**src/inc/csfr_pkg.sv**
```systemverilog
// Constants and types shared by the core special-register block
package csfr_pkg;

   // Direct file addresses of the special registers
   localparam logic [4:0] CSFR_INDIRECT_ADDR = 5'h00;
   localparam logic [4:0] CSFR_TIMER_ADDR    = 5'h01;
   localparam logic [4:0] CSFR_PCL_ADDR      = 5'h02;
   localparam logic [4:0] CSFR_STATUS_ADDR   = 5'h03;
   localparam logic [4:0] CSFR_POINTER_ADDR  = 5'h04;
   localparam logic [4:0] CSFR_PORT1_ADDR    = 5'h05;
   localparam logic [4:0] CSFR_PORT2_ADDR    = 5'h06;
   localparam logic [4:0] CSFR_PORT3_ADDR    = 5'h07;
   localparam logic [4:0] CSFR_UPPER_ADDR    = 5'h10;

   // Status register field positions
   localparam int CSFR_CARRY_BIT  = 0;
   localparam int CSFR_NIBBLE_BIT = 1;
   localparam int CSFR_ZERO_BIT   = 2;
   localparam int CSFR_SLEEP_BIT  = 3;
   localparam int CSFR_WDOG_BIT   = 4;
   localparam int CSFR_BANK_LO    = 5;
   localparam int CSFR_BANK_HI    = 6;

   // Indirect pointer field positions
   localparam int CSFR_PTR_BANK_LO = 5;
   localparam int CSFR_PTR_FIXED   = 7;

   // Values after reset
   localparam logic [7:0] CSFR_STATUS_RST = 8'h18;
   localparam logic [7:0] CSFR_POINTER_RST = 8'h80;
   localparam logic [3:0] CSFR_DIR_RST    = 4'hf;
   localparam logic [7:0] CSFR_PORT_RST   = 8'h00;

   // Storage: bank 0 keeps 32 words, each further bank 16
   localparam int CSFR_BANK_WORDS = 16;
   localparam int CSFR_RAM_WORDS  = 80;

   // Operations offered by the flag unit
   typedef enum logic [2:0] {
      CSFR_OP_ADD,
      CSFR_OP_SUB,
      CSFR_OP_AND,
      CSFR_OP_IOR,
      CSFR_OP_XOR,
      CSFR_OP_MOVE,
      CSFR_OP_ROT_LEFT,
      CSFR_OP_ROT_RIGHT
   } csfr_op_t;

endpackage : csfr_pkg

```
**src/verilog/csfr_alu_flags.sv**
```systemverilog
// Arithmetic unit computing a result and its status flags
`timescale 1ns/10ps
module csfr_alu_flags
   import csfr_pkg::*;
(
   // Operands and operation
   input  wire csfr_op_t   op_i,
   input  wire logic [7:0] file_i,
   input  wire logic [7:0] work_i,
   input  wire logic       carry_i,
   // Result and flags
   output logic [7:0]      res_o,
   output logic            carry_o,
   output logic            nibble_o,
   output logic            zero_o,
   output logic            carry_upd_o,
   output logic            nibble_upd_o,
   output logic            zero_upd_o
);

   logic [8:0] sum;
   logic [4:0] low_sum;
   logic [7:0] addend;
   logic       cin;

   // Subtraction adds the two's complement of the working value
   always_comb begin
      addend = (op_i == CSFR_OP_SUB) ? ~work_i : work_i;
      cin    = (op_i == CSFR_OP_SUB);
      sum     = {1'b0, file_i} + {1'b0, addend} + {8'h00, cin};
      low_sum = {1'b0, file_i[3:0]} + {1'b0, addend[3:0]} + {4'h0, cin};
   end

   // Result and flag selection per operation
   always_comb begin
      res_o        = file_i;
      carry_o      = carry_i;
      nibble_o     = 1'b0;
      carry_upd_o  = 1'b0;
      nibble_upd_o = 1'b0;
      zero_upd_o   = 1'b1;
      case (op_i)
         CSFR_OP_ADD, CSFR_OP_SUB: begin
            res_o        = sum[7:0];
            // (RULE3) carry from bit 7
            carry_o      = sum[8];
            // (RULE5) carry from bit 3
            nibble_o     = low_sum[4];
            carry_upd_o  = 1'b1;
            nibble_upd_o = 1'b1;
         end
         CSFR_OP_AND:  res_o = file_i & work_i;
         CSFR_OP_IOR:  res_o = file_i | work_i;
         CSFR_OP_XOR:  res_o = file_i ^ work_i;
         CSFR_OP_MOVE: res_o = file_i;
         // (RULE4) rotate through carry
         CSFR_OP_ROT_LEFT: begin
            res_o       = {file_i[6:0], carry_i};
            carry_o     = file_i[7];
            carry_upd_o = 1'b1;
            zero_upd_o  = 1'b0;
         end
         CSFR_OP_ROT_RIGHT: begin
            res_o       = {carry_i, file_i[7:1]};
            carry_o     = file_i[0];
            carry_upd_o = 1'b1;
            zero_upd_o  = 1'b0;
         end
         default: zero_upd_o = 1'b0;
      endcase
   end

   // (RULE6) zero result flag
   assign zero_o = (res_o == 8'h00);

endmodule : csfr_alu_flags

```
**src/verilog/csfr_regs.sv**
```systemverilog
// Special registers of the core: stack, status, pointer, first port
// Operation
// (RULE1) Return loads PC from stack level one, then level two into one.
// (RULE2) Call pushes level one into two, then incremented PC into one.
// (RULE3) Carry flag, status bit 0, set on carry out of bit 7.
// (RULE4) Rotates shift through the carry flag.
// (RULE5) Nibble carry flag, status bit 1, set on carry out of bit 3.
// (RULE6) Zero flag, status bit 2, set when result is zero.
// (RULE7) Sleep flag bit 3 set at power-up and watchdog clear; sleep clears.
// (RULE8) Watchdog flag bit 4 set by power-up, clear, sleep; timeout clears.
// (RULE9) Watchdog reset awake gives sleep 1, watchdog 0; power-up both 1.
// (RULE10) External reset in sleep sets watchdog flag; watchdog reset clears.
// (RULE11) Status bits 5-6 are program page bits; two-page uses bit 5.
// (RULE12) Pointer bits 0-4 select one of 32 registers in a bank.
// (RULE13) Pointer bits 5-6 select one of four banks on big variant.
// (RULE14) Lower 16 registers of each bank alias bank 0 registers.
// (RULE15) Pointer bit 7 is read-only and reads one.
// (RULE16) Every register is reachable by indirect access.
// (RULE17) Address 00h means indirect; indirect 00h reads 0, write ignored.
// (RULE18) Port register reads return pin levels, not latched values.
// (RULE19) Port is 4 bits; upper four bits read zero.
// (RULE20) Without third port, address 07h is plain storage.
// (RULE21) Direction bit 1 makes pin input, 0 makes it drive.
// (RULE22) Direction loaded only by a dedicated op for addresses 05h-07h; here only 05h has a direction register.
// (RULE23) Return leaves stack level two unchanged.
`timescale 1ns/10ps
module csfr_regs
   import csfr_pkg::*;
#(
   parameter int PC_W       = 11,
   parameter int NUM_PAGES  = 4,
   parameter int NUM_BANKS  = 4,
   parameter bit HAS_PORT3  = 1'b1
) (
   // Clock and resets
   input  wire logic            clk_i,
   input  wire logic            sys_rst_i,
   input  wire logic            ext_rst_i,
   // File access from the core
   input  wire logic [4:0]      f_addr_i,
   input  wire logic            f_rd_i,
   input  wire logic            f_wr_i,
   input  wire logic [7:0]      f_wdata_i,
   output logic [7:0]           f_rdata_o,
   output logic                 f_rvalid_o,
   // Registers kept outside this block (timer, program counter low)
   output logic                 ext_sel_o,
   input  wire logic [7:0]      ext_rdata_i,
   // Flag unit operation
   input  wire logic            alu_en_i,
   input  wire csfr_op_t        alu_op_i,
   input  wire logic [7:0]      alu_file_i,
   input  wire logic [7:0]      alu_work_i,
   output logic [7:0]           alu_res_o,
   // Subroutine stack
   input  wire logic            call_i,
   input  wire logic            ret_i,
   input  wire logic [PC_W-1:0] pc_i,
   output logic                 pc_load_o,
   output logic [PC_W-1:0]      pc_load_val_o,
   // Power and watchdog events
   input  wire logic            sleep_op_i,
   input  wire logic            watchdog_clear_op_i,
   input  wire logic            wdt_timeout_i,
   output logic                 asleep_o,
   output logic [1:0]           program_bank_bits_o,
   // Direction load operation
   input  wire logic            direction_load_op_i,
   input  wire logic [4:0]      dir_addr_i,
   input  wire logic [7:0]      work_i,
   // First port pins
   input  wire logic [3:0]      first_port_io_i,
   output logic [3:0]           first_port_io_o,
   output logic [3:0]           first_port_io_oe_o,
   // Second and third port latches
   output logic [7:0]           second_port_io_o,
   output logic [7:0]           third_port_io_o
);

   // File address to word index
   function automatic logic [6:0] ram_index(input logic [6:0] a);
      // (RULE14) lower half aliases bank 0
      return a[4] ? 7'(CSFR_BANK_WORDS) + {1'b0, a[6:5], a[3:0]}
                  : {3'b000, a[3:0]};
   endfunction : ram_index

   logic [7:0]      status_q;
   logic [7:0]      pointer_q;
   logic [3:0]      port1_out_q;
   logic [3:0]      first_port_direction_q;
   logic [7:0]      port2_q;
   logic [7:0]      port3_q;
   logic [PC_W-1:0] stk1_q;
   logic [PC_W-1:0] stk2_q;
   logic            asleep_q;
   logic [3:0]      pin_s1_q;
   logic [3:0]      pin_s2_q;
   logic [3:0]      pin_s3_q;
   logic [3:0]      pin_lvl_q;
   logic [7:0]      ram_q [CSFR_RAM_WORDS];

   logic [6:0]  eff_addr;
   logic        is_ind;
   logic        null_ind;
   logic        wr_en;
   logic        wr_ram;
   logic        wdt_reset;
   logic        hw_reset;
   logic [7:0]  alu_res;
   logic        alu_c;
   logic        alu_dc;
   logic        alu_z;
   logic        alu_c_upd;
   logic        alu_dc_upd;
   logic        alu_z_upd;
   logic [1:0]  bank_sel;
   logic [7:0]  rd_mux;

   // Flag unit
   csfr_alu_flags u_alu (
      .op_i         (alu_op_i),
      .file_i       (alu_file_i),
      .work_i       (alu_work_i),
      .carry_i      (status_q[CSFR_CARRY_BIT]),
      .res_o        (alu_res),
      .carry_o      (alu_c),
      .nibble_o     (alu_dc),
      .zero_o       (alu_z),
      .carry_upd_o  (alu_c_upd),
      .nibble_upd_o (alu_dc_upd),
      .zero_upd_o   (alu_z_upd)
   );

   // Bank bits only exist on the four-bank variant
   assign bank_sel = (NUM_BANKS == 4) ? pointer_q[6:5] : 2'b00;

   // Effective address, direct or via the pointer
   always_comb begin
      // (RULE17) address 00h goes indirect
      is_ind = (f_addr_i == CSFR_INDIRECT_ADDR);
      // (RULE12) low five bits pick the register
      // (RULE16) pointer reaches every register
      eff_addr = is_ind ? {bank_sel, pointer_q[4:0]}
                        : {bank_sel, f_addr_i};
      null_ind = is_ind && (pointer_q[4:0] == CSFR_INDIRECT_ADDR);
      wr_en    = f_wr_i && !null_ind;
      wr_ram   = wr_en && (eff_addr[4:0] > CSFR_PORT3_ADDR);
   end

   // Timer and program counter low live outside this block
   assign ext_sel_o = (f_rd_i || f_wr_i) && !null_ind &&
                      ((eff_addr[4:0] == CSFR_TIMER_ADDR) ||
                       (eff_addr[4:0] == CSFR_PCL_ADDR));

   // A watchdog timeout while awake resets the core
   assign wdt_reset = wdt_timeout_i && !asleep_q;
   assign hw_reset  = ext_rst_i || wdt_reset;

   // Read data selection
   always_comb begin
      rd_mux = 8'h00;
      case (eff_addr[4:0])
         CSFR_TIMER_ADDR, CSFR_PCL_ADDR: rd_mux = ext_rdata_i;
         CSFR_STATUS_ADDR:  rd_mux = status_q;
         // (RULE15) bit 7 always one
         CSFR_POINTER_ADDR: rd_mux = pointer_q | 8'h80;
         // (RULE18) pins, not latch
         // (RULE19) upper nibble zero
         CSFR_PORT1_ADDR:   rd_mux = {4'h0, pin_lvl_q};
         CSFR_PORT2_ADDR:   rd_mux = port2_q;
         CSFR_PORT3_ADDR:   rd_mux = port3_q;
         default:           rd_mux = ram_q[ram_index(eff_addr)];
      endcase
      if (null_ind) begin
         rd_mux = 8'h00;
      end
   end

   // Read return registered, one cycle after the request
   always_ff @(posedge clk_i) begin
      if (sys_rst_i) begin
         f_rdata_o  <= 8'h00;
         f_rvalid_o <= 1'b0;
      end else begin
         f_rvalid_o <= f_rd_i;
         if (f_rd_i) begin
            f_rdata_o <= rd_mux;
         end
      end
   end

   // General purpose storage, left unreset
   always_ff @(posedge clk_i) begin
      if (wr_ram) begin
         ram_q[ram_index(eff_addr)] <= f_wdata_i;
      end
   end

   // Registered flag unit result
   always_ff @(posedge clk_i) begin
      if (sys_rst_i) begin
         alu_res_o <= 8'h00;
      end else if (alu_en_i) begin
         alu_res_o <= alu_res;
      end
   end

   // Status arithmetic flags and page bits; unit flags win over a write
   always_ff @(posedge clk_i) begin
      if (sys_rst_i) begin
         status_q[2:0] <= CSFR_STATUS_RST[2:0];
         status_q[7:5] <= CSFR_STATUS_RST[7:5];
      end else begin
         if (hw_reset) begin
            status_q[7:5] <= CSFR_STATUS_RST[7:5];
         end else if (wr_en && eff_addr[4:0] == CSFR_STATUS_ADDR) begin
            // (RULE11) page bits; bit 6 only with four pages
            status_q[CSFR_BANK_LO] <= (NUM_PAGES > 1) && f_wdata_i[5];
            status_q[CSFR_BANK_HI] <= (NUM_PAGES == 4) && f_wdata_i[6];
            status_q[7]            <= 1'b0;
            status_q[2:0]          <= f_wdata_i[2:0];
         end
         if (alu_en_i) begin
            // (RULE3) carry update
            // (RULE4) rotate carry update
            if (alu_c_upd) begin
               status_q[CSFR_CARRY_BIT] <= alu_c;
            end
            // (RULE5) nibble carry update
            if (alu_dc_upd) begin
               status_q[CSFR_NIBBLE_BIT] <= alu_dc;
            end
            // (RULE6) zero flag update
            if (alu_z_upd) begin
               status_q[CSFR_ZERO_BIT] <= alu_z;
            end
         end
      end
   end

   // Sleep and watchdog flags; software cannot write them
   always_ff @(posedge clk_i) begin
      if (sys_rst_i) begin
         // (RULE7) power-up sets sleep flag
         // (RULE8) power-up sets watchdog flag
         status_q[CSFR_SLEEP_BIT] <= CSFR_STATUS_RST[CSFR_SLEEP_BIT];
         status_q[CSFR_WDOG_BIT]  <= CSFR_STATUS_RST[CSFR_WDOG_BIT];
      end else if (wdt_timeout_i) begin
         // (RULE8) timeout clears watchdog flag
         // (RULE9) awake watchdog reset
         status_q[CSFR_WDOG_BIT] <= 1'b0;
         if (!asleep_q) begin
            status_q[CSFR_SLEEP_BIT] <= 1'b1;
         end
      end else if (ext_rst_i) begin
         // (RULE10) external reset in sleep
         if (asleep_q) begin
            status_q[CSFR_WDOG_BIT] <= 1'b1;
         end
      end else if (sleep_op_i) begin
         // (RULE7) sleep clears sleep flag
         status_q[CSFR_SLEEP_BIT] <= 1'b0;
         status_q[CSFR_WDOG_BIT]  <= 1'b1;
      end else if (watchdog_clear_op_i) begin
         // (RULE7) clear op sets sleep flag
         status_q[CSFR_SLEEP_BIT] <= 1'b1;
         status_q[CSFR_WDOG_BIT]  <= 1'b1;
      end
   end

   // Sleep state, ended by any reset or wake source
   always_ff @(posedge clk_i) begin
      if (sys_rst_i) begin
         asleep_q <= 1'b0;
      end else if (wdt_timeout_i || ext_rst_i) begin
         asleep_q <= 1'b0;
      end else if (sleep_op_i) begin
         asleep_q <= 1'b1;
      end
   end

   assign asleep_o            = asleep_q;
   assign program_bank_bits_o = status_q[CSFR_BANK_HI:CSFR_BANK_LO];

   // Indirect pointer; bit 7 is held at one
   always_ff @(posedge clk_i) begin
      if (sys_rst_i) begin
         pointer_q <= CSFR_POINTER_RST;
      end else if (wr_en && eff_addr[4:0] == CSFR_POINTER_ADDR) begin
         // (RULE12) register select bits
         pointer_q[4:0] <= f_wdata_i[4:0];
         // (RULE13) bank select on big variant
         pointer_q[6:5] <= (NUM_BANKS == 4) ? f_wdata_i[6:5] : 2'b00;
         // (RULE15) read-only one
         pointer_q[CSFR_PTR_FIXED] <= 1'b1;
      end
   end

   // Port latches; 07h stays storage without pins
   always_ff @(posedge clk_i) begin
      if (sys_rst_i) begin
         port1_out_q <= CSFR_PORT_RST[3:0];
         port2_q     <= CSFR_PORT_RST;
         port3_q     <= CSFR_PORT_RST;
      end else if (wr_en) begin
         if (eff_addr[4:0] == CSFR_PORT1_ADDR) begin
            port1_out_q <= f_wdata_i[3:0];
         end
         if (eff_addr[4:0] == CSFR_PORT2_ADDR) begin
            port2_q <= f_wdata_i;
         end
         // (RULE20) 07h is storage
         if (eff_addr[4:0] == CSFR_PORT3_ADDR) begin
            port3_q <= f_wdata_i;
         end
      end
   end

   assign second_port_io_o = port2_q;
   assign third_port_io_o  = HAS_PORT3 ? port3_q : 8'h00;

   // Direction register, load operation only
   always_ff @(posedge clk_i) begin
      if (sys_rst_i || hw_reset) begin
         first_port_direction_q <= CSFR_DIR_RST;
      end else if (direction_load_op_i &&
                   dir_addr_i == CSFR_PORT1_ADDR) begin
         // (RULE22) dedicated direction load
         first_port_direction_q <= work_i[3:0];
      end
   end

   // A one in the direction register floats the pin
   // (RULE21) direction sets driver enable
   assign first_port_io_o    = port1_out_q;
   assign first_port_io_oe_o = ~first_port_direction_q;

   // Pin synchroniser; a level counts once stages two and three agree
   always_ff @(posedge clk_i) begin
      if (sys_rst_i) begin
         pin_s1_q  <= 4'h0;
         pin_s2_q  <= 4'h0;
         pin_s3_q  <= 4'h0;
         pin_lvl_q <= 4'h0;
      end else begin
         pin_s1_q <= first_port_io_i;
         pin_s2_q <= pin_s1_q;
         pin_s3_q <= pin_s2_q;
         // (RULE18) filtered pin level
         for (int i = 0; i < 4; i++) begin
            if (pin_s2_q[i] == pin_s3_q[i]) begin
               pin_lvl_q[i] <= pin_s3_q[i];
            end
         end
      end
   end

   // Two-level stack; call wins over a same-cycle return
   always_ff @(posedge clk_i) begin
      if (sys_rst_i) begin
         stk1_q        <= '0;
         stk2_q        <= '0;
         pc_load_o     <= 1'b0;
         pc_load_val_o <= '0;
      end else begin
         pc_load_o <= 1'b0;
         if (call_i) begin
            // (RULE2) push, old level two lost
            stk2_q <= stk1_q;
            stk1_q <= pc_i + PC_W'(1);
         end else if (ret_i) begin
            // (RULE1) pop into program counter
            pc_load_o     <= 1'b1;
            pc_load_val_o <= stk1_q;
            stk1_q        <= stk2_q;
            // (RULE23) level two kept
            stk2_q        <= stk2_q;
         end
      end
   end

endmodule : csfr_regs
```
**config.mk**
```make
export PLATFORM = sky130hd
export DESIGN_NAME = csfr_regs
export DESIGN_NICKNAME = d
export VERILOG_FILES = /design/src/inc/csfr_pkg.sv /design/src/verilog/csfr_alu_flags.sv /design/src/verilog/csfr_regs.sv
export SDC_FILE = /design/constraint.sdc
export NUM_CORES = 1
export LEC_CHECK = 0
export BUFFER_PORTS_ARGS = -buffer_cell sky130_fd_sc_hd__clkbuf_2
export CAP_MARGIN = 20
export CORE_MARGIN = 4
export CORE_UTILIZATION = 45
export CTS_CLUSTER_SIZE = 16
export DETAILED_ROUTE_END_ITERATION = 6
export PLACE_DENSITY = 0.59
export SETUP_SLACK_MARGIN = 0.02
export SLEW_MARGIN = 20
export SYNTH_ARGS = -nofsm -noshare
export SYNTH_HDL_FRONTEND = slang
export SYNTH_SLANG_ARGS = --single-unit
```
**constraint.sdc**
```tcl
create_clock -name clk_i -period 3.9 [get_ports clk_i]
set_input_delay 0.39 -clock clk_i [delete_from_list [all_inputs] [get_ports clk_i]]
set_output_delay 0.39 -clock clk_i [all_outputs]
set_load 0.02 [all_outputs]
```
## After elaboration in Yosys (flattened, before gate mapping)

Memory sizes are Yosys's and may differ from the RTL's.
Index checks and enable logic that the tools add are counted.

| word-level totals | value |
|---|---|
| RAM bits | 640 |
| output and inout bits | 57 |
| memories kept | 1 |
| input bits | 80 |
| flip-flop bits (word level) | 106 |
| logic and storage cells | 126 |

Memories:

| name | words | bits a word | rd ports | clocked after Yosys merged registers in | wr ports | RTL line | RTL |
|---|---|---|---|---|---|---|---|
| ram_q | 80 | 8 | 1 | 0 | 1 | csfr_regs.sv:100 | `logic [7:0] ram_q [CSFR_RAM_WORDS];` |

| cells by class | value |
|---|---|
| equality and inequality tests | 23 |
| bitwise logic cells | 6 |
| order comparisons | 1 |
| reduce and logical (&&, ||, !) cells | 36 |
| add/sub/neg operators | 6 |
| mux-type cells | 28 |

Operators with widths:

| operator | count |
|---|---|
| one-hot mux 8 bit (7 select lines) | 1 |
| one-hot mux 8 bit (6 select lines) | 1 |
| equality test 5 x 3 -> 1 bit, second input constant | 5 |
| two-way mux 11 bit | 2 |
| two-way mux 8 bit | 2 |
| two-way mux 1 bit | 13 |
| equality test 3 bit, second input constant | 4 |
| OR reduction 2 bit | 6 |
| adder 11 x 1 -> 11 bit, second input constant | 1 |
| equality test 5 x 2 -> 1 bit, second input constant | 2 |
| logical NOT 5 bit | 2 |
| AND reduction 2 bit | 5 |
| adder 8 x 8 -> 9 bit | 1 |
| adder 9 x 1 -> 9 bit | 1 |
| logical AND 1 bit | 9 |
| two-way mux 3 bit | 3 |
| bitwise AND 8 bit | 1 |
| logical NOT 8 bit | 1 |
| NOT 8 bit | 1 |
| OR 8 bit | 1 |
| XOR 8 bit | 1 |
| adder 5 x 6 -> 7 bit, first input constant | 1 |
| two-way mux 7 bit | 1 |
| equality test 3 x 2 -> 1 bit, second input constant | 2 |
| 23 further kinds | 33 |

## Longest topological paths before layout

Gate-level depths: netlist (run 1).

| depth | value |
|---|---|
| word-level depth | 9 |
| mapped depth | 16 |
| mapped depth without buffers | 13 |

## Modules after synthesis

From an unflattened synthesis (run 1), not the netlist that was laid out.

| second synthesis, totals | value |
|---|---|
| cell total of the unflattened synthesis | 2313 |
| area, all modules | 31068.5 um^2 |

By module, submodules not included:

| module | times used | cells an instance | area an instance (um^2) | seq. area each (um^2) |
|---|---|---|---|---|
| csfr_regs | 1 | 2139 | 29708.5 | 21340.5 |
| csfr_alu_flags | 1 | 174 | 1360.1 | 0.0 |

## Worst setup path before layout (run 1)

No wires, ideal clock.

| path | value |
|---|---|
| kind | input-to-reg |
| from | in alu_op_i[0] |
| to | reg status_q[2] |
| data arrival time | 3.497 ns |
| path slack | 0.318 ns |
| stages on the path | 15 |
| buffers on the path | 4 |
| data required time | 3.814 ns |
| cell sequence | buf_2 buf_1 clkbuf_1 and3_1 clkbuf_1 xnor2_1 ha_1 nor2b_1 o21a_1 o21a_1 o41ai_1 a21boi_0 nor4b_1 a31oi_1 a211oi_1 |

| on the way | value |
|---|---|
| cells in the longest elaborated chain, start to end | 8 |
| elaborated cells between the ends (all ways) | 17 |
| those cells by class | 2 x add/sub; 7 x eq/ne; 4 x mux; 4 x reduce/logical |

RTL lines:

| what | RTL line | RTL |
|---|---|---|
| from (decl) | csfr_regs.sv:51 | `input wire csfr_op_t alu_op_i,` |
| equality test 3 x 1 -> 1 bit | csfr_alu_flags.sv:28, csfr_alu_flags.sv:29, csfr_alu_flags.sv:42 |  |
| two-way mux 8 bit | csfr_alu_flags.sv:28 | `addend = (op_i == CSFR_OP_SUB) ? ~work_i : work_i;` |
| adder 8 x 8 -> 9 bit | csfr_alu_flags.sv:30 | `sum = {1'b0, file_i} + {1'b0, addend} + {8'h00, cin};` |
| adder 9 x 1 -> 9 bit | csfr_alu_flags.sv:30 |  |
| one-hot mux 8 bit (7 select lines) | csfr_alu_flags.sv:42 | `case (op_i)` |
| logical NOT 8 bit | csfr_alu_flags.sv:74 | `assign zero_o = (res_o == 8'h00);` |
| two-way mux 1 bit (*) | csfr_regs.sv:234 | `if (alu_z_upd) begin` |
| two-way mux 3 bit (*) | csfr_regs.sv:223 | `if (alu_en_i) begin` |
| to (signal assigned) | csfr_regs.sv:221 | `status_q[2:0] <= f_wdata_i[2:0];` |
| to (signal, indexed assignment) | csfr_regs.sv:227 | `status_q[CSFR_CARRY_BIT] <= alu_c;` |
| to (signal, indexed assignment) | csfr_regs.sv:235 | `status_q[CSFR_ZERO_BIT] <= alu_z;` |
| to (decl) | csfr_regs.sv:87 | `logic [7:0] status_q;` |

Mark *: on every way between the ends. The rest lies on a longest branch, timed or not.
A chain may end at the register's enable or synchronous reset.

## Worst setup path in the final report (run 1)

| path | value |
|---|---|
| from | reg pointer_q[1] |
| to | reg f_rdata_o[7] |

| on the way | value |
|---|---|
| cells in the longest elaborated chain, start to end | 6 |
| elaborated cells between the ends (all ways) | 16 |
| those cells by class | 1 x add/sub; 7 x eq/ne; 4 x mux; 3 x reduce/logical; 1 x memory |

RTL lines:

| what | RTL line | RTL |
|---|---|---|
| from (decl) | csfr_regs.sv:88 | `logic [7:0] pointer_q;` |
| from (signal assigned) | csfr_regs.sv:291 | `pointer_q[4:0] <= f_wdata_i[4:0];` |
| two-way mux 5 bit | csfr_regs.sv:143 | `eff_addr = is_ind ? {bank_sel, pointer_q[4:0]}` |
| adder 5 x 6 -> 7 bit | csfr_regs.sv:83 | `return a[4] ? 7'(CSFR_BANK_WORDS) + {1'b0, a[6:5], a[3:0]}` |
| two-way mux 7 bit | csfr_regs.sv:83 |  |
| memory read (80 x 8 bit) | -- |  |
| one-hot mux 8 bit (6 select lines) | csfr_regs.sv:162 | `case (eff_addr[4:0])` |
| two-way mux 8 bit (*) | csfr_regs.sv:174 | `if (null_ind) begin` |
| to (signal assigned) | csfr_regs.sv:187 | `f_rdata_o <= rd_mux;` |
| to (decl) | csfr_regs.sv:44 | `output logic [7:0] f_rdata_o,` |

Marks and branches as above.

==> metrics.md, run 1 <==
| Metric | Value |
|---|---|
| Max Clock Skew | 39.5 ps |
| Clk_lat worst skew | between 600 and 700 ps |
| Gr ovfl total | 0 |
| Vias per inst | 6.05 |
| Hold path cells | 2 |
| Worst-path maximum fanout | 27 |
| # rows | 95 |
| Non-Filler Instances | 3515 |
| RR Endpoint | f_rdata_o[7]$_SDFFE_PP0P_ |
| Initial DRC count | about 2500 |
| WL met2 | ~42000 µm |
| Max stage delay on crit path | about 530 ps |
| Register bit count reported by yosys | 746 |
| Area grow syn2layout | 16.6% |
| Initial Util | a little under half |
| Ys async rst share | 0% |
| Clock Pin Slew Worst Setup and Hold Paths | 60 ps |
| Largest net degree at the start of global routing | between 90 and 100 |
| Layout cells sized above 1 | 16.5% |
| Pwr dens | between 400 and 500 mW/mm² |
| IO Count | about 140 |
| Total CTS buffers | between 70 and 80 |
| Fmax | roughly 290 MHz |
| Internal reg-to-reg setup slack | around 430 ps |
| Hold crit path type | in2reg |
| Max IR drop VDD | about 310 µV |
| Sequential area share after synthesis | approximately 69% |
| Startpoint types | register |
| Post_cts resized | 0 |
| Most instantiated cells after synthesis | 640 x edfxtp_1, 356 x nand2_1, 162 x nor2_1 |
| Final hold violations | 0 |
| Port bufs | about 130 |
| Footprint of the multi-input gates | ~0.0090 mm² |
| CTS Buffer Depth | 3 |
| Hold path start | first_port_io_i[0] |
| Final wirelength | slightly above 90000 µm |
| Avg WL per Cell | 25.8 µm |
| Number of unique standard cell types used by synthesis | 84 |
| Core box area | roughly 0.068 mm² |
| Critical path type | reg2reg |
| Place WS | 270 ps |
| M1 wire length | approximately 38000 µm |
| CP max stage cell | dfxtp_1 |
| Final period util | between 80% and 90% |
| NumNets Final | roughly 2700 |
| Total power | around 18 mW |
| H-Tree Depth | 3 |
| Synth Cell Area | between 0.03 and 0.04 mm² |
| CTS root buf | clkbuf_16 |
| Cell taking the most area after synthesis | edfxtp_1 |
| Worst slew margin | around 28% |
| Slew Limit Fails | 0 |
| R2R depth | 10 |
| Initial antenna violation count | 2 |
| Clock Sinks | roughly 750 |
| Fillers | 5658 |
| Crit Reg-Reg Startpoint | pointer_q[1]$_SDFFE_PP0P_ |
| Tmin final | about 3500 ps |
| GPL Wtd Cong | 0.872 |
| Total number of yosys warnings | 0 |
| Drt first pass iters | 5 |
| CP required | around 4400 ps |
| Crit path cell chain | nor2b_1 > a21o_4 > buf_12 > buf_4 > mux2i_1 > mux2i_1 > o2111ai_1 > o21ai_0 > o21ai_0 > nand3_1 |
| WL met3 | 8200 µm |
| Most common cell in the netlist | edfxtp_1 |
| Ys flop type | edfxtp_1 |
| WHS Endpoint | pin_s1_q[0]$_SDFF_PP0_ |
| Placed cells | between 3000 and 4000 |
| GRT Resource Usage Total | between 20% and 30% |
| Vias in the first global route | about 21000 |
| CTS tree | built |
| Setup TNS | 0 ps |
| Max Cap Viol | 0 |
| Register Area | roughly 0.021 mm² |
| Die Y | about 270 µm |
| Number of synthesized flops with an enable pin | 640 |
| Width of the die | 270 µm |
| Max layer used | met5 |
| Outcome | finished, final reports clean |
| Global-route wire length before repair | between 100000 and 150000 µm |
| Drt drc | 0 |
| Vias post-DR | ~21000 |
| Post-Syn Nets | between 2000 and 2500 |
| Leak Pwr | approximately 13 nW |
| Setup ws final | between 400 and 500 ps |
| Final hold slack | about 30 ps |
| Unrepaired setup endpoints after global routing | no |
| Die area | roughly 0.073 mm² |
| Synth top area share | between 60% and 70% |
| Syn Area/Cell | between 10 and 15 µm² |
| Critical Path AT | between 3000 and 4000 ps |
| Post-route ant nets | 0 |
| Setup crit end kind | register |
| Area contributors post-synth | edfxtp_1 62%, dfxtp_1 6.8%, nand2_1 4.3% |
| Mapped Cells | ~2400 |
| Final setup vio count | 0 |
| DP HPWL | approximately 58000 µm |
| Slew @ Worst Pin | 1070 ps |
-- layout make-up --
cell class / instances / area share, %
tap: 873 / 3.02
antenna: 1 / 0.00692
clock buffer: 92 / 5.63
inverter: 35 / 0.363
multi-input combinational: 1433 / 24.8
sequential: 746 / 59.0
timing repair buffer: 284 / 5.57
clock inverter: 51 / 1.62
-- registers in the layout, indices dropped and copies added (netlist names), 2 cells and up --
| register | cells |
|---|---|
| ram_q | 640 |
| first_port_direction_q | 4 |
| stk2_q | 11 |
| pin_s1_q | 4 |
| f_rdata_o | 8 |
| status_q | 5 |
| pin_s3_q | 4 |
| third_port_io_o | 8 |
| program_bank_bits_o | 2 |
| pc_load_val_o | 11 |
| second_port_io_o | 8 |
| pin_s2_q | 4 |
| pointer_q | 7 |
| first_port_io_o | 4 |
| stk1_q | 11 |
| alu_res_o | 8 |
| pin_lvl_q | 4 |
-- power breakdown --
group / total, mW / switching, mW / internal [mW]
clock network: 7.64 / 3.15 / 4.49
logic: 1.30 / 0.878 / 0.420
registers: 8.75 / 0.0396 / 8.71
-- cells in the final DEF (no fill, tap or decap), types with 79 or more instances in the layout --
cell       netlist  final
clkbuf_2         0    124
clkbuf_16        0     79
nor2_1         162    161
mux2i_1        128    128
dfxtp_1        106    106
a31oi_1         86     84
edfxtp_1       640    640
buf_4            8    132
o221ai_1        79     79
nand2_1        356    356
-- per-stage QoR --
step / area (µm²) / utilization [%]
after floorplan: 31000 / -
after global placement: 33400 / 49.3
after detailed placement: 33400 / 49.3
after CTS: 36100 / 53.4
after global routing: 36100 / 53.4
final: 36200 / 53.4
-- critical path: cells and delay by family, from the launching register on --
kind / cells / cell delay [ps]
DFF: 1 / 530
muxes: 2 / 360
AOI/OAI and AO/OA: 4 / 1400
buffers and inverters: 2 / 470
and+or+nand+nor: 2 / 570
-- routing by layer --
| layer | vias to the layer above | GRT usage, % |
|---|---|---|
| li1 | 9458 | - |
| met1 | 10667 | 34.7 |
| met2 | 993 | 38.4 |
| met3 | 143 | 4.94 |
| met4 | 2 | 6.70 |
| met5 | - | 0 |
-- how the worst max path moves through the flow --
stage | depth (start not counted) | from | endpoint | slack (ps)
finish | 10 | pointer_q[1]$_SDFFE_PP0P_ | f_rdata_o[7]$_SDFFE_PP0P_ | 430
global route | 10 | pointer_q[1]$_SDFFE_PP0P_ | f_rdata_o[7]$_SDFFE_PP0P_ | 300
CTS | 10 | pointer_q[1]$_SDFFE_PP0P_ | f_rdata_o[7]$_SDFFE_PP0P_ | 470
detailed placement | 11 | f_addr_i[2] | f_rdata_o[7]$_SDFFE_PP0P_ | 270
global placement | 11 | f_addr_i[2] | f_rdata_o[7]$_SDFFE_PP0P_ | 290
floorplan | 15 | alu_op_i[0] | status_q[2]$_SDFF_PP0_ | 320
-- cells by family (layout without fill, tap and decap cells) --
group,count (synthesis),in the layout,synth area share (%)
xor gates and xnor gates,18,18,0.509
AOI/OAI and AO/OA,494,494,11.2
adders and majority gates,28,28,1.15
other,0,1,0
buffers and inverters,181,462,2.56
muxes,139,139,4.93
and+or+nand+nor,754,754,10.8
DFF,746,746,68.9
-- timing repair --
item                      in CTS  in global routing
hold endpoints to repair      10                  0
hold buffers                  10                  0
buffers inserted               0                  0
No activity file was read; power rests on OpenSTA's default activity.
==> run 2: changes to the inputs <==
--- a/config.mk
+++ b/config.mk
@@ -11,7 +11,7 @@
 export CORE_UTILIZATION = 45
 export CTS_CLUSTER_SIZE = 16
 export DETAILED_ROUTE_END_ITERATION = 6
-export PLACE_DENSITY = 0.59
+export PLACE_DENSITY = 0.62
 export SETUP_SLACK_MARGIN = 0.02
 export SLEW_MARGIN = 20
 export SYNTH_ARGS = -nofsm -noshare
==> constraint.sdc (replaced) <==
create_clock -name clk_i -period 2.8 [get_ports clk_i]
set_input_delay 0.28 -clock clk_i [delete_from_list [all_inputs] [get_ports clk_i]]
set_output_delay 0.28 -clock clk_i [all_outputs]
set_load 0.02 [all_outputs]
==> run 2 against run 1 <==
  * The flow now finishes with violations (negative setup slack)
  * Design area rose by 4.9%
  * Clock-buffer cell count is 18 higher
  * Via count up 3.2%
  * Clock skew decreased by 15 ps
  * Sequential share of layout area down 2.8 points
  * First-iteration DRC count down 0.39%
  * Critical path depth decreased by 3
  * Critical path type is now reg2out
  * Critical endpoint is now ext_sel_o
==> metrics.md, run 2 (same netlist as run 1, synthesis figures left out) <==
| Metric | Value |
|---|---|
| Outcome | complete, but fails checks |
| Failing checks | negative setup slack |
| DP HPWL | 64200 µm |
| NumNets Final | around 2900 |
| Pwr dens | approximately 640 mW/mm² |
| Max Clock Skew | between 20 and 25 ps |
| Worst-path maximum fanout | 3 |
| Fmax | between 300 and 400 MHz |
| Total power | 24.2 mW |
| Avg WL per Cell | roughly 25 µm |
| Vias post-DR | roughly 22000 |
| Fillers | about 5600 |
| Most frequent cells in the layout | 640 x edfxtp_1, 356 x nand2_1, 277 x buf_4 |
| Initial Util | a little under half |
| Setup ws final | -44.2 ps |
| Vias per inst | between 5 and 6 |
| Post-route ant nets | 0 |
| Vias in the first global route | around 22000 |
| Slew Limit Fails | 0 |
| Drt first pass iters | 6 |
| Core box area | 0.0678 mm² |
| Critical path type | reg2out |
| Final period util | 102% |
| Drt drc | 0 |
| Die area | 0.0731 mm² |
| Max IR drop VDD | 465 µV |
| Global-route wire length before repair | about 140000 µm |
| Final wirelength | approximately 93000 µm |
| Leak Pwr | about 13 nW |
| Clock Pin Slew Worst Setup and Hold Paths | about 60 ps |
| CP max stage cell | or4b_4 |
| Slew @ Worst Pin | ~900 ps |
| CTS root buf | clkbuf_16 |
| IO Count | between 100 and 150 |
| Max Cap Viol | 0 |
| Die Y | approximately 270 µm |
| Biggest register | ram_q |
| Design area | around 0.038 mm² |
| Clk_lat worst skew | between 600 and 700 ps |
| Footprint of the multi-input gates | ~0.0093 mm² |
| GRT Resource Usage Total | ~25% |
| CTS Buffer Depth | 3 |
| Width of the die | 270 µm |
| Final Core Density | a little under three fifths |
| Critical Path AT | 2560 ps |
| Gr ovfl total | 0 |
| Crit path cell chain | buf_6 > or4b_4 > o21a_4 > buf_12 > a211oi_4 > o211a_1 > clkbuf_8 |
| Worst slew margin | about two fifths |
| Area grow syn2layout | 22.4% |
| Largest net degree at the start of global routing | 85 |
| Max stage delay on crit path | 460 ps |
| CTS tree | built |
| Unrepaired setup endpoints after global routing | yes |
| Startpoint types | register |
| Layout cells sized above 1 | roughly a quarter |
| Commonest non-fill, non-tap cell in the layout | edfxtp_1 |
| GPL Wtd Cong | ~0.94 |
| # rows | 95 |
| Final setup vio count | 6 |
| Placement Cell Area | ~0.035 mm² |
| Tmin final | between 2000 and 3000 ps |
| CP required | ~2500 ps |
| Setup crit end kind | output pin |
| Final hold violations | 0 |
| Number of flip-flops in the largest register | 640 |
| H-Tree Depth | 3 |
| Port bufs | 132 |
| Total CTS buffers | between 70 and 80 |
| Initial DRC count | about 2500 |
| Place WS | -415 ps |
| Initial antenna violation count | 0 |
| Register Area | 0.0213 mm² |
| Clock Sinks | approximately 750 |
| Hold crit path type | in2reg |
run 2: per-stage QoR:
stage / TNS (ps) / hold slack [ps] / std cells
2_1_floorplan: -49.5 / 358 / 2360
3_3_place_gp: -22010 / 423 / 3525
3_5_place_dp: -37080 / 429 / 3525
4_1_cts: -97.2 / 2.24 / 3688
5_1_grt: -5020 / 21.4 / 3688
6_report: -66.2 / 43.1 / 3689
run 2: layer usage:
metal / vias to the layer above / GRT usage [%] / part of all wire, %
li1: 9817 / - / -
met1: 10995 / 35.7 / 42
met2: 990 / 39.2 / 46
met3: 138 / 4.23 / 8.6
met4: 0 / 7.55 / 3.0
met5: - / 0 / 0
run 2: critical path, delay by kind of cell (launching register included):
family / cells / cell delay [ps]
AO/OA/AOI/OAI: 3 / 730
buffers and inverters: 3 / 390
flip-flops: 1 / 370
AND/OR/NAND/NOR: 1 / 460
run 2: final cells by class:
class	instances	share of cell area (%)
antenna	1	0.00660
sequential	746	56.3
timing repair buffer	460	9.41
clock buffer	110	5.77
tap	873	2.88
multi-input combinational	1433	24.6
inverter	35	0.346
clock inverter	31	0.679
run 2: path summary, 6_finish.rpt:
path | from | end | slack [ps] | cells after the start
max | pointer_q[1]$_SDFFE_PP0P_ | ext_sel_o | -40 | 7
min | f_wdata_i[0] | ram_q[32][0]$_DFFE_PP_ | 40 | 1
max reg2reg | pointer_q[0]$_SDFFE_PP0P_ | f_rdata_o[6]$_SDFFE_PP0P_ | -10 | 8
min reg2reg | pin_s1_q[1]$_SDFF_PP0_ | pin_s2_q[1]$_SDFF_PP0_ | 440 | 1
run 2: repair_timing:
action / in CTS / in global routing
setup buffers: 6 / 0
gates cloned: 0 / 0
setup endpoints to repair: 28 / 351
hold buffers: 16 / 0
gates resized for setup: 26 / 86
pin swaps: 4 / 7
hold endpoints to repair: 23 / 0
run 2: power by group:
group	leakage [nW]	switching, mW	internal (mW)
Clock	1.20	4.22	5.67
Combinational	5.67	1.29	0.804
Sequential	6.62	0.0624	12.1
==> run 3: changes to the inputs <==
--- a/config.mk
+++ b/config.mk
@@ -12,7 +12,6 @@
 export CTS_CLUSTER_SIZE = 16
 export DETAILED_ROUTE_END_ITERATION = 6
 export PLACE_DENSITY = 0.62
-export SETUP_SLACK_MARGIN = 0.02
 export SLEW_MARGIN = 20
 export SYNTH_ARGS = -nofsm -noshare
 export SYNTH_HDL_FRONTEND = slang
==> run 3 against run 2 <==
  * Die area is the same
  * Total power is essentially flat
  * Sequential cell count is the same
  * Non-clock buffer count grew 1
  * Critical path type unchanged
  * The flow still finishes with violations (negative setup slack)
  * Sequential share of layout area grew 0.12 points
==> metrics.md, run 3 (same netlist as run 1, synthesis figures left out) <==
| Metric | Value |
|---|---|
| Outcome | complete, but fails checks |
| Failing checks | negative setup slack |
| Final period util | 102% |
| Unrepaired setup endpoints after global routing | yes |
| Number of flip-flops in the largest register | between 600 and 700 |
| Post-route ant nets | 0 |
| Width of the die | between 200 and 300 µm |
| Most frequent cells in the layout | 640 x edfxtp_1, 356 x nand2_1, 278 x buf_4 |
| Tmin final | ~2900 ps |
| # rows | 95 |
| Worst-path maximum fanout | 3 |
| Footprint of the multi-input gates | slightly above 0.009 mm² |
| CP required | around 2500 ps |
| Biggest register | ram_q |
| CTS root buf | clkbuf_16 |
| Setup crit end kind | output pin |
| Final wirelength | around 93000 µm |
| Gr ovfl total | 0 |
| Final hold slack | ~31 ps |
| Die area | roughly 0.073 mm² |
| CTS Buffer Depth | 3 |
| Max IR drop VDD | ~470 µV |
| Reg power frac | 50.5% |
| Hold crit path type | in2reg |
| GRT Resource Usage Total | about 25% |
| Switching share of power | approximately 23% |
| Clk_lat worst skew | 630 ps |
| Final Core Density | a little under three fifths |
| Placement Cell Area | approximately 0.035 mm² |
| Die Y | approximately 270 µm |
| Clock network fraction of design power | 40.9% |
| Clock Pin Slew Worst Setup and Hold Paths | roughly 60 ps |
| Drt drc | 0 |
| Total CTS buffers | 79 |
| DP HPWL | between 60000 and 70000 µm |
| Commonest non-fill, non-tap cell in the layout | edfxtp_1 |
| Layout cells sized above 1 | between 20 and 25% |
| Logic pwr share | 8.6% |
| Total power | about 24 mW |
| Max Cap Viol | 0 |
| Setup ws final | -59.0 ps |
| Startpoint types | register |
| Vias per inst | between 5 and 6 |
| Pwr dens | about 640 mW/mm² |
| Largest net degree at the start of global routing | between 80 and 90 |
| Vias post-DR | between 20000 and 25000 |
| CTS tree | built |
| Leak Pwr | approximately 13 nW |
| Core box area | 0.0678 mm² |
| Worst slew margin | 34.4% |
| NumNets Final | around 2900 |
| Final setup vio count | 11 |
| Design area | around 0.038 mm² |
| Area grow syn2layout | 22.1% |
| Setup TNS | -290 ps |
| Vias in the first global route | about 21000 |
| Drt first pass iters | 7 |
| Avg WL per Cell | ~25 µm |
| Initial Util | 45.7% |
| GPL Wtd Cong | 0.941 |
| Register Area | 0.0213 mm² |
| Slew Limit Fails | 0 |
| Clock Sinks | approximately 750 |
| Fillers | approximately 5600 |
| Critical path type | reg2out |
| Critical Path AT | roughly 2600 ps |
| Max Clock Skew | 24.8 ps |
| Switching pwr | around 5.6 mW |
| P_int | 18.6 mW |
| Fmax | 350 MHz |
| Final hold violations | 0 |
| H-Tree Depth | 3 |
| Initial antenna violation count | 0 |
| Port bufs | about 130 |
| Global-route wire length before repair | ~140000 µm |
| IO Count | 137 |
| Slew @ Worst Pin | around 980 ps |
| Initial DRC count | 2526 |
## run 3: path summary, 6_finish.rpt
check	from	end	slack [ps]	cells after the start
setup / recovery	pointer_q[1]$_SDFFE_PP0P_	ext_sel_o	-60	7
setup reg to reg	pointer_q[0]$_SDFFE_PP0P_	f_rdata_o[4]$_SDFFE_PP0P_	-30	11
hold reg to reg	pin_s1_q[0]$_SDFF_PP0_	pin_s2_q[0]$_SDFF_PP0_	440	1
hold / removal	f_wdata_i[0]	ram_q[32][0]$_DFFE_PP_	30	1
## run 3: power groups by stage
stage | Clock [mW] | Sequential (mW) | Combinational [mW]
final | 9.88 | 12.2 | 2.09
after global routing | 10.6 | 12.2 | 2.23
after CTS | 10.0 | 12.2 | 2.04
after detailed placement | 0 | 12.4 | 2.00
after global placement | 0 | 12.4 | 1.97
after floorplan | 0 | 12.4 | 0.924
## run 3: critical path, cell delays in order, from the launching register on
cell      delay (ps)
dfxtp_2          360
buf_6            110
or4b_4           460
o21a_4           230
buf_12           120
a211oi_4         270
o211a_1          250
clkbuf_8         160
## run 3: through the flow
| step | std cells | setup slack [ps] |
|---|---|---|
| after CTS | 3686 | -97.2 |
| final | 3690 | -59.0 |
| after global routing | 3689 | -175 |
| after detailed placement | 3525 | -415 |
| after global placement | 3525 | -399 |
| after floorplan | 2360 | -49.5 |
## run 3: metal layers
metal	part of all wire (%)	GRT usage, %	up-vias
li1	-	-	9810
met2	46	39.2	1048
met4	2.9	7.44	0
met1	42	35.7	11044
met3	8.7	4.26	147
met5	0	0	-
## run 3: area by class of cell
type	count	share of cell area, %
multi-input combinational	1433	24.5
timing repair buffer	461	9.44
tap	873	2.89
clock buffer	110	5.78
clock inverter	31	0.681
antenna	1	0.00661
sequential	746	56.4
inverter	35	0.347
## run 3: repair_timing
item,CTS,global route
resized for setup,25,64
buffers inserted,4,3
pin swaps,4,8
hold buffers,16,0
setup endpoints to repair,20,268
hold endpoints to repair,23,0
